**src/bcs_consts.svh**
```systemverilog
// Purpose: Constants for the block copy sequencer
// Assumes: One clock MCLK at 125 MHz, one state per clock
// Notes:   Function list follows
// Function
// Byte form copies one byte source to destination, both pointers plus one.
// Word form uses full 16-bit count, minus one per byte, stops at zero.
// Zero count is tested first; no memory access, instruction just ends.
// On-chip memory timing is 8 states plus 4 states per byte.
// Byte form lowers the low count byte per byte until it is zero.
// Strobe-synchronised transfers take a variable number of states.
// Done only after count reaches zero; final pointers stay visible.
`ifndef BCS_CONSTS_SVH
`define BCS_CONSTS_SVH
`define BCS_ADDR_W      16
`define BCS_DATA_W      8
`define BCS_CNT_W       16
`define BCS_LOW_W       8
`define BCS_BASE_STATES 8
`define BCS_PER_BYTE    4
`define BCS_PRE_WAIT    3
`define BCS_POST_WAIT   3
`define BCS_PTR_STEP    16'h0001
`define BCS_CNT_STEP    16'h0001
`define BCS_CNT_ZERO    16'h0000
`define BCS_LOW_MASK    16'h00FF
`define BCS_BUF_DEPTH   2
`endif

```
**src/bcs_pkg.sv**
```systemverilog
// Purpose: Types for the block copy sequencer
// Assumes: Constants come from bcs_consts.svh
// Notes:   Types only
`include "bcs_consts.svh"
package bcs_pkg;
  typedef logic [`BCS_ADDR_W-1:0] bcs_addr_t;
  typedef logic [`BCS_DATA_W-1:0] bcs_data_t;
  typedef logic [`BCS_CNT_W-1:0]  bcs_cnt_t;
  typedef enum logic {
    BCS_BYTE_FORM,
    BCS_WORD_FORM
  } bcs_form_t;
endpackage : bcs_pkg

```
**src/bcs_buf.sv**
```systemverilog
// Purpose: Two-entry skid buffer between read data and write port
// Assumes: Single clock, synchronous active-high reset
// Notes:   Read data leaves from a register
`timescale 1ns/1ps
`default_nettype none
`include "bcs_consts.svh"
module bcs_buf (
  input  wire logic                   clk,
  input  wire logic                   rst,
  input  wire logic                   in_valid,
  output var  logic                   in_ready,
  input  wire logic [`BCS_DATA_W-1:0] in_data,
  output var  logic                   out_valid,
  input  wire logic                   out_ready,
  output var  logic [`BCS_DATA_W-1:0] out_data
);
  logic [`BCS_DATA_W-1:0] mem [`BCS_BUF_DEPTH];
  logic                   wr_ptr;
  logic                   rd_ptr;
  logic [1:0]             fill;
  logic                   push;
  logic                   pop;

  assign in_ready  = (fill != 2'h2);
  assign out_valid = (fill != 2'h0);
  assign push      = in_valid && in_ready;
  assign pop       = out_valid && out_ready;
  assign out_data  = mem[rd_ptr];

  always_ff @(posedge clk) begin
    if (push) begin
      mem[wr_ptr] <= in_data;
    end
  end

  always_ff @(posedge clk) begin
    if (rst) begin
      wr_ptr <= 1'b0;
      rd_ptr <= 1'b0;
      fill   <= 2'h0;
    end else begin
      if (push) begin
        wr_ptr <= ~wr_ptr;
      end
      if (pop) begin
        rd_ptr <= ~rd_ptr;
      end
      fill <= fill + {1'b0, push} - {1'b0, pop};
    end
  end
endmodule : bcs_buf
`default_nettype wire

```
**src/bcs_seq.sv**
```systemverilog
// Purpose: Sequencer for the block copy instruction
// Assumes: Memory answers a request with MEM_ACK; ack in the request cycle
//          gives 2 states per access
// Notes:   Wait states on MEM_ACK stretch the run (strobe-synchronised case)
`timescale 1ns/1ps
`default_nettype none
`include "bcs_consts.svh"
module bcs_seq
  import bcs_pkg::*;
(
  input  wire logic               MCLK,
  input  wire logic               RST,
  input  wire logic               START,
  input  wire bcs_pkg::bcs_form_t FORM,
  input  wire bcs_pkg::bcs_cnt_t  COUNT_IN,
  input  wire bcs_pkg::bcs_addr_t SRC_IN,
  input  wire bcs_pkg::bcs_addr_t DST_IN,
  output var  logic               BUSY,
  output var  logic               DONE,
  output var  bcs_pkg::bcs_cnt_t  COUNT_WORD_REG,
  output var  bcs_pkg::bcs_addr_t SOURCE_POINTER,
  output var  bcs_pkg::bcs_addr_t DEST_POINTER,
  output var  logic               MEM_REQ,
  output var  logic               MEM_WE,
  output var  bcs_pkg::bcs_addr_t MEM_ADDR,
  output var  bcs_pkg::bcs_data_t MEM_WDATA,
  input  wire bcs_pkg::bcs_data_t MEM_RDATA,
  input  wire logic               MEM_ACK
);
  import bcs_pkg::*;

  typedef enum logic [2:0] {
    BCS_IDLE,
    BCS_PRE,
    BCS_READ,
    BCS_WRITE,
    BCS_POST
  } bcs_state_t;

  bcs_state_t state;
  bcs_form_t  form;
  logic [1:0] wait_cnt;
  logic       buf_in_valid;
  logic       buf_in_ready;
  logic       buf_out_valid;
  logic       buf_out_ready;
  bcs_data_t  buf_out_data;

  function automatic logic count_done(input bcs_form_t f,
                                      input bcs_cnt_t c);
    if (f == BCS_BYTE_FORM) begin
      count_done = ((c & `BCS_LOW_MASK) == `BCS_CNT_ZERO);
    end else begin
      count_done = (c == `BCS_CNT_ZERO);
    end
  endfunction : count_done

  function automatic bcs_cnt_t count_next(input bcs_form_t f,
                                          input bcs_cnt_t c);
    bcs_cnt_t low;
    low = (c - `BCS_CNT_STEP) & `BCS_LOW_MASK;
    if (f == BCS_BYTE_FORM) begin
      count_next = (c & ~`BCS_LOW_MASK) | low;
    end else begin
      count_next = c - `BCS_CNT_STEP;
    end
  endfunction : count_next

  ////////////////////////////////////////////////////////////////////////
  // Read data staged through the buffer so a stalled write loses nothing

  // Read data go into the buffer on the acked edge itself; a staging
  // register in front of it would cost a fifth state per byte
  // One access in flight: the buffer holds one byte at most, the second
  // entry is headroom for a write that stalls on MEM_ACK
  assign buf_in_valid  = (state == BCS_READ) && MEM_REQ && MEM_ACK && !MEM_WE;
  assign buf_out_ready = (state == BCS_WRITE) && MEM_ACK && MEM_REQ;

  bcs_buf u_buf (
    .clk       (MCLK),
    .rst       (RST),
    .in_valid  (buf_in_valid),
    .in_ready  (buf_in_ready),
    .in_data   (MEM_RDATA),
    .out_valid (buf_out_valid),
    .out_ready (buf_out_ready),
    .out_data  (buf_out_data)
  );

  ////////////////////////////////////////////////////////////////////////
  // Sequencer timing with MEM_ACK high, edge 0 takes START:
  //   edges 1-3  pre wait, count tested on edge 3
  //   per byte   read request, read ack, write request, write ack
  //   4 post     edges, DONE set and BUSY cleared on the last of them
  // DONE is seen 8+4n edges after START; each MEM_ACK wait state adds
  // one edge, so a strobe-paced memory gives a variable total

  always_ff @(posedge MCLK) begin
    if (RST) begin
      state    <= BCS_IDLE;
      form     <= BCS_BYTE_FORM;
      wait_cnt <= 2'h0;
    end else begin
      case (state)
        BCS_IDLE: begin
          if (START) begin
            form     <= FORM;
            state    <= BCS_PRE;
            wait_cnt <= 2'(`BCS_PRE_WAIT - 1);
          end
        end
        BCS_PRE: begin
          if (wait_cnt != 2'h0) begin
            wait_cnt <= wait_cnt - 2'h1;
          end else if (count_done(form, COUNT_WORD_REG)) begin
            state    <= BCS_POST;
            wait_cnt <= 2'(`BCS_POST_WAIT);
          end else begin
            state <= BCS_READ;
          end
        end
        BCS_READ: begin
          if (MEM_REQ && MEM_ACK) begin
            state <= BCS_WRITE;
          end
        end
        BCS_WRITE: begin
          if (MEM_REQ && MEM_ACK) begin
            if (count_done(form, count_next(form, COUNT_WORD_REG))) begin
              state    <= BCS_POST;
              wait_cnt <= 2'(`BCS_POST_WAIT);
            end else begin
              state <= BCS_READ;
            end
          end
        end
        BCS_POST: begin
          if (wait_cnt != 2'h0) begin
            wait_cnt <= wait_cnt - 2'h1;
          end else begin
            state <= BCS_IDLE;
          end
        end
        default: state <= BCS_IDLE;
      endcase
    end
  end

  ////////////////////////////////////////////////////////////////////////
  // Pointer and count registers

  always_ff @(posedge MCLK) begin
    if (RST) begin
      COUNT_WORD_REG <= `BCS_CNT_ZERO;
      SOURCE_POINTER <= '0;
      DEST_POINTER   <= '0;
    end else if (state == BCS_IDLE && START) begin
      COUNT_WORD_REG <= COUNT_IN;
      SOURCE_POINTER <= SRC_IN;
      DEST_POINTER   <= DST_IN;
    end else if (buf_out_ready) begin
      SOURCE_POINTER <= SOURCE_POINTER + `BCS_PTR_STEP;
      DEST_POINTER   <= DEST_POINTER + `BCS_PTR_STEP;
      COUNT_WORD_REG <= count_next(form, COUNT_WORD_REG);
    end
  end

  ////////////////////////////////////////////////////////////////////////
  // Memory port, one access in flight; request held until acked

  always_ff @(posedge MCLK) begin
    if (RST) begin
      MEM_REQ   <= 1'b0;
      MEM_WE    <= 1'b0;
      MEM_ADDR  <= '0;
      MEM_WDATA <= '0;
    end else begin
      if (MEM_REQ && MEM_ACK) begin
        MEM_REQ <= 1'b0;
      end else if (!MEM_REQ && state == BCS_READ && buf_in_ready) begin
        MEM_REQ  <= 1'b1;
        MEM_WE   <= 1'b0;
        MEM_ADDR <= SOURCE_POINTER;
      end else if (!MEM_REQ && state == BCS_WRITE && buf_out_valid) begin
        MEM_REQ   <= 1'b1;
        MEM_WE    <= 1'b1;
        MEM_ADDR  <= DEST_POINTER;
        MEM_WDATA <= buf_out_data;
      end
    end
  end

  always_ff @(posedge MCLK) begin
    if (RST) begin
      BUSY <= 1'b0;
      DONE <= 1'b0;
    end else begin
      DONE <= (state == BCS_POST) && (wait_cnt == 2'h0);
      if (state == BCS_IDLE && START) begin
        BUSY <= 1'b1;
      end else if (state == BCS_POST && wait_cnt == 2'h0) begin
        BUSY <= 1'b0;
      end
    end
  end
endmodule : bcs_seq
`default_nettype wire

```
**config.mk**
```make
export PLATFORM = sky130hd
export DESIGN_NAME = bcs_seq
export DESIGN_NICKNAME = d
export VERILOG_FILES = /design/src/bcs_pkg.sv /design/src/bcs_buf.sv /design/src/bcs_seq.sv
export VERILOG_INCLUDE_DIRS = /design/src
export SDC_FILE = /design/constraint.sdc
export NUM_CORES = 1
export LEC_CHECK = 0
export ABC_AREA = 1
export BUFFER_PORTS_ARGS = -buffer_cell sky130_fd_sc_hd__buf_4
export CAP_MARGIN = 20
export CORE_ASPECT_RATIO = 1.5
export CORE_MARGIN = 2
export CORE_UTILIZATION = 52
export CTS_BUF_LIST = sky130_fd_sc_hd__clkbuf_4
export DETAILED_ROUTE_END_ITERATION = 6
export PLACE_DENSITY_LB_ADDON = 0.1
export SLEW_MARGIN = 20
export SYNTH_ARGS = -nofsm -noshare
export SYNTH_HDL_FRONTEND = slang
export SYNTH_HIERARCHICAL = 1
export SYNTH_SLANG_ARGS = --single-unit
```
**constraint.sdc**
```tcl
create_clock -name MCLK -period 3.05 [get_ports MCLK]
set_clock_uncertainty 0.2 [all_clocks]
set_input_delay 0 -clock MCLK [delete_from_list [all_inputs] [get_ports MCLK]]
set_output_delay 0 -clock MCLK [all_outputs]
set_load 0.03 [all_outputs]
```
; ---- After elaboration in Yosys (flattened, before gate mapping)
; Memories as Yosys holds them, arrays and structs flattened. A register that Yosys moved wholly into a read port is not among the register bits.
; Index checks and enable logic that the tools add are counted.
[word_totals]
regBits = 78
mem_bits_rw = 16
in_bits = 61
out_inout_bits = 76
memories = 1
[memory_table]
columns = memory, words, word_bits, rd, rd_clocked_by_memory_dff, wr, line_no
row1 = u_buf.mem, 2, 8, 1, 1, 1, bcs_buf.sv:17  ; logic [`BCS_DATA_W-1:0] mem [`BCS_BUF_DEPTH];
[op_classes]
add_sub_neg = 6
n_eq_ne = 13
n_mux = 42
n_bitwise = 5
n_reduce_logical = 34
[op_table]
columns = operator, count
row1 = 16-bit 2-to-1 mux, 12
row2 = 16-bit logical NOT, 4
row3 = 16-bit by 1-bit adder with 16-bit output (second input constant), 2
row4 = 3-bit 2-to-1 mux, 7
row5 = 16-bit by 8-bit OR with 16-bit output, 1
row6 = 16-bit by 1-bit subtractor with 16-bit output (second input constant), 1
row7 = 1-bit 2-to-1 mux, 15
row8 = 3-bit one-hot mux with 5 select lines, 1
row9 = 1-bit logical AND, 14
row10 = 2-bit 2-to-1 mux, 6
row11 = 2-bit != test (second input constant), 5
row12 = 2-bit nonzero test, 5
row13 = 2-bit one-hot mux with 4 select lines, 1
row14 = 3-bit by 2-bit == test with 1-bit output (second input constant), 2
row15 = 2-bit by 1-bit != test with 1-bit output (second input constant), 3
row16 = 6-bit AND reduction, 1
row17 = 5-bit AND reduction, 1
row18 = 1-bit NOT, 4
row19 = 2-bit AND reduction, 2
row20 = 4-bit nonzero test, 1
row21 = 3-bit by 1-bit == test with 1-bit output (second input constant), 1
row22 = 3-bit == test (second input constant), 1
row23 = 3-bit logical NOT, 1
row24 = 3-bit != test (second input constant), 1
row25 = 7 further kinds, 8

; ---- Logic depth before layout (Yosys ltp)
[logic_depth]
word_depth = 14
mapped_depth = 17

; ---- By module
; Netlist, hierarchy kept.
[by_module_without_submodules]
columns = mod, n_inst, cells_each, area_per_inst_um2, seq_area_each_um2
row1 = bcs_seq, 1, 650, 4558.1, 1641.6
row2 = bcs_buf, 1, 62, 875.8, 580.6

; ---- Worst setup path before layout
; OpenSTA, ideal clock, no wires.
[synth_path]
kind = register to register
start = reg MEM_REQ
end = reg u_buf.fill[1]
setup_time_ns = 0.115
arrival_ns = 2.022
required_ns = 2.735
slack_ns = 0.713
path_stages_with_launch = 12
path_buffers = 1
cell_sequence = dfxtp_1 -> nand2_1 -> nor2_8 -> buf_2 -> inv_1 -> nor2_4 -> ha_1 -> inv_1 -> ha_1 -> nand2_1 -> a21oi_1 -> nor2_1
[synth_lines]
columns = item, line_no
row1 = from (decl), bcs_seq.sv:23  ; output var logic MEM_REQ,
row2 = from (signal assigned), bcs_seq.sv:173  ; MEM_REQ <= 1'b0;
row3 = from (signal assigned), bcs_seq.sv:179  ; MEM_REQ <= 1'b0;
row4 = from (signal assigned), bcs_seq.sv:181  ; MEM_REQ <= 1'b1;
row5 = 1-bit logical AND, bcs_seq.sv:77  ; assign buf_out_ready = (state == BCS_WRITE) && MEM_ACK && MEM_REQ;
row6 = named net buf_out_ready, bcs_seq.sv:46  ; logic buf_out_ready;
row7 = 1-bit logical AND, bcs_buf.sv:27  ; assign pop = out_valid && out_ready;
row8 = named net u_buf.pop, bcs_buf.sv:22  ; logic pop;
row9 = 2-bit by 1-bit subtractor with 2-bit output, bcs_buf.sv:48  ; fill <= fill + {1'b0, push} - {1'b0, pop};
row10 = to (signal assigned), bcs_buf.sv:48
row11 = to (decl), bcs_buf.sv:20  ; logic [1:0] fill;
; The timed path passes the listed nets, and every way through them passes these cells.
; A chain may end at the register's enable or synchronous reset.

; ---- Worst setup path in the final report
[layout_path]
start = reg state[1]
end = reg SOURCE_POINTER[9]
[layout_between]
elab_chain_len = 4
[layout_lines]
columns = item, line_no
row1 = from (decl), bcs_seq.sv:40  ; bcs_state_t state;
row2 = from (signal assigned), bcs_seq.sv:100  ; state <= BCS_IDLE;
row3 = from (signal assigned), bcs_seq.sv:108  ; state <= BCS_PRE;
row4 = from (signal assigned), bcs_seq.sv:116  ; state <= BCS_POST;
row5 = 3-bit by 2-bit == test with 1-bit output, bcs_seq.sv:77
row6 = 1-bit logical AND (2 in a row), bcs_seq.sv:77
row7 = 2-bit nonzero test (no line), n/a
row8 = to (signal assigned), bcs_seq.sv:162  ; SOURCE_POINTER <= SOURCE_POINTER + `BCS_PTR_STEP;
row9 = to (decl), bcs_seq.sv:21  ; output var bcs_pkg::bcs_addr_t SOURCE_POINTER,
; Parallel ways exist; a longest one is shown, timed or not.

==> results.cfg <==
[power_and_ir_drop]
p_int_mw = 2.78
cellLeakagePower_nw = 3.31
p_seq_share_pct = 36.6
swShare_pct = 46.3
p_clk_share_pct = 14.4
pwr-share-comb_pct = 49.1
power_mw = 5.17
p_per_area_mw_per_mm2 = 672
switchingPower_mw = 2.39
ir_drop_v = 0.000443

[drt]
ant_nets = 0
drc = 0
drtIter0Drc = 418
wl_per_cell_um = 15.8
via_per_inst = 5.49
drt-total-wl_mm = 16.7
vias = 5801
dr.pass1.iters = 5

[worst_setup_path]
crit_path_end_kind = register
critPathLaunchType = register
crit_fanout = 28
cp.required_ns = 3.25
crit_arrival_ns = 3.11
path_class = reg -> reg

[global_routing]
overflow = 0
grt_max_degree = 41
antenna_found_initial = 1
grt_first_pass_wirelength_mm = 26.8
grt_pass1_vias = 5739
grt_use_total_pct = 29.9

[run_status]
status = finished, final reports clean

[logic_synthesis]
synth-seq-area-share_pct = 40.9
async_flop_share_pct = 0
synth_nets = 780
synth_cell_types = 48
yosysWarnings = 6
yosys_register_bits = 103
syn_area_per_cell_sq_um = 7.63
synthesis.area_sq_mm = 0.00543
synthCells = 712
synth_enable_flop_cells = 16
yosys_most_used_dff = dfxtp_1

[min_path]
hp-class = in -> reg

[clock_network]
path_clk_slew_ns = 0.18
cts_tree = yes
cts_max_level = 3
clk_path_buf_depth = 2
cts_buffers = 9
cts.sinks = 103
clk_latency_ns = 0.49
cts_setup_buffers = 0
cts_root_buf = clkbuf_4

[timing]
tightest_slew_ns = 0.645
fmax_mhz = 343
period_minus_slack_ns = 2.91
fin_ws_ns = 0.138
hold_viol = 0
fin_crit_sh_pct = 95.5
drv_slew = 0
rsz0062_at_grt = true
slew_headroom_pct = 56.8
setup_viol = 0

[floorplanning]
initial_core_util_pct = 53.6
dieArea_sq_mm = 0.0113
die_x_um = 87.5
core_area_sq_mm = 0.0101
io_pins = 137
num_rows = 45
die_h_um = 129

[layout]
final_cell_mix = nand2_1, buf_4, dlygate4sd3_1
regArea_sq_mm = 0.00223
multi_input_area_sq_mm = 0.00281
drive_gt1_share_pct = 24.2
final_cells = 1056
layout_commonest_cell = nand2_1
syn_to_final_growth_pct = 41.4
fillerInstances = 727
final_area_sq_mm = 0.00768
nets = 1001

[placed_design]
pre_cts_ws_ns = 0.694
dp_cells = 941
dpl_cell_area_sq_mm = 0.00651
dpl.hpwl_mm = 11.1
gp_congestion = 0.882
io_buffers = 136

[job]
cap_viol_max_count = 0
## cells by family (layout without fill, tap and decap cells)
group / after synthesis / after routing / synth area share, %
DFF: 103 / 103 / 40.9
muxes: 8 / 8 / 2.21
buffers and inverters: 102 / 328 / 7.71
AOI/OAI and AO/OA: 145 / 145 / 16.1
and+or+nand+nor: 328 / 328 / 28.4
adders and majority gates: 7 / 7 / 1.61
other: 0 / 1 / 0
xor gates and xnor gates: 19 / 19 / 3.06
## power by group through the flow
stage	logic, mW	registers [mW]	clock network, mW
final	2.53	1.89	0.743
after global routing	2.76	1.92	0.808
after CTS	2.48	1.87	0.746
after detailed placement	2.27	1.90	0
after global placement	2.23	1.89	0
after floorplan	1.25	2.21	0
## critical path, stage by stage, from the launching register on
cell and delay (ns):
dfxtp_1 0.45, nor2_2 0.07, nand2_1 0.11, nor2_2 0.07, inv_2 0.18, buf_6 0.27, o21ai_0 0.13, o221ai_1 0.15
dlygate4sd3_1 0.57, a21oi_1 0.06, dlygate4sd3_1 0.56
## area by class of cell
class | instances | area share [%]
multi-input cells | 507 | 36.6
repair buffers | 241 | 26.9
clock inverters | 7 | 1.14
well taps | 117 | 1.91
diodes | 1 | 0.0326
flip-flops and latches | 103 | 29.0
inverters | 71 | 3.55
clock buffers | 9 | 0.879
## sequential cells by signal (all words and copies together) (netlist names), 2 cells and up, named ones only
| signal | count |
|---|---|
| SOURCE_POINTER | 16 |
| MEM_WDATA | 8 |
| COUNT_WORD_REG | 16 |
| wait_cnt | 2 |
| state | 3 |
| u_buf/mem | 16 |
| u_buf/fill | 2 |
| DEST_POINTER | 16 |
| MEM_ADDR | 16 |
## final timing paths
kind	cells after the start	from	endpoint	slack, ns
hold / removal	2	MEM_RDATA[1]	u_buf/mem[1][1]$_DFFE_PP_	0.03
setup / recovery	10	state[1]$_SDFFE_PP0P_	SOURCE_POINTER[9]$_SDFFE_PP0P_	0.14
setup reg to reg	10	state[1]$_SDFFE_PP0P_	SOURCE_POINTER[9]$_SDFFE_PP0P_	0.14
hold reg to reg	2	wait_cnt[1]$_SDFFE_PP0P_	wait_cnt[1]$_SDFFE_PP0P_	0.28
## per-stage QoR
step	setup TNS, ns	hold WS [ns]	utilization (%)
CTS	0	0.0159	75.4
detailed placement	0	-0.0124	64.2
finish	0	0.0288	75.8
global placement	0	-0.0144	64.2
floorplan	0	-0.129	-
global route	-0.00791	0.0180	75.8
## synthesized netlist by cell type (3+ instances only)
| cell type | number | area, sq um |
|---|---|---|
| a211oi_1 | 15 | 113 |
| a21oi_1 | 32 | 160 |
| a31oi_1 | 25 | 156 |
| buf_2 | 15 | 75.1 |
| clkbuf_1 | 13 | 48.8 |
| dfxtp_1 | 87 | 1740 |
| edfxtp_1 | 16 | 480 |
| ha_1 | 7 | 87.6 |
| inv_1 | 60 | 225 |
| inv_2 | 9 | 33.8 |
| mux2_4 | 8 | 120 |
| nand2_1 | 146 | 548 |
| nand2_2 | 7 | 43.8 |
| nand3_1 | 32 | 160 |
| nand3_2 | 4 | 40.0 |
| nand3b_1 | 5 | 37.5 |
| nand4_1 | 9 | 56.3 |
| nor2_1 | 87 | 327 |
| nor2_2 | 12 | 75.1 |
| nor2_4 | 4 | 45.0 |
| nor3_1 | 8 | 40.0 |
| nor3_2 | 4 | 40.0 |
| o211ai_1 | 4 | 30.0 |
| o21ai_0 | 47 | 235 |
| o21ai_1 | 6 | 30.0 |
| o21bai_1 | 3 | 22.5 |
| o221ai_1 | 3 | 26.3 |
| xnor2_1 | 7 | 61.3 |
| xor2_1 | 12 | 105 |
## timing repair
action	CTS	global route
hold buffers	98	0
gates resized for setup	0	12
setup endpoints to repair	0	6
hold endpoints to repair	79	0
## per-layer routing
layer	vias up	share of wire (%)	GRT usage, %
met2	228	51	53.7
met3	48	6.0	5.61
li1	2818	-	-
met1	2707	39	34.3
met5	-	0	0
met4	0	3.3	11.9
(Power assumes the default switching activity.)
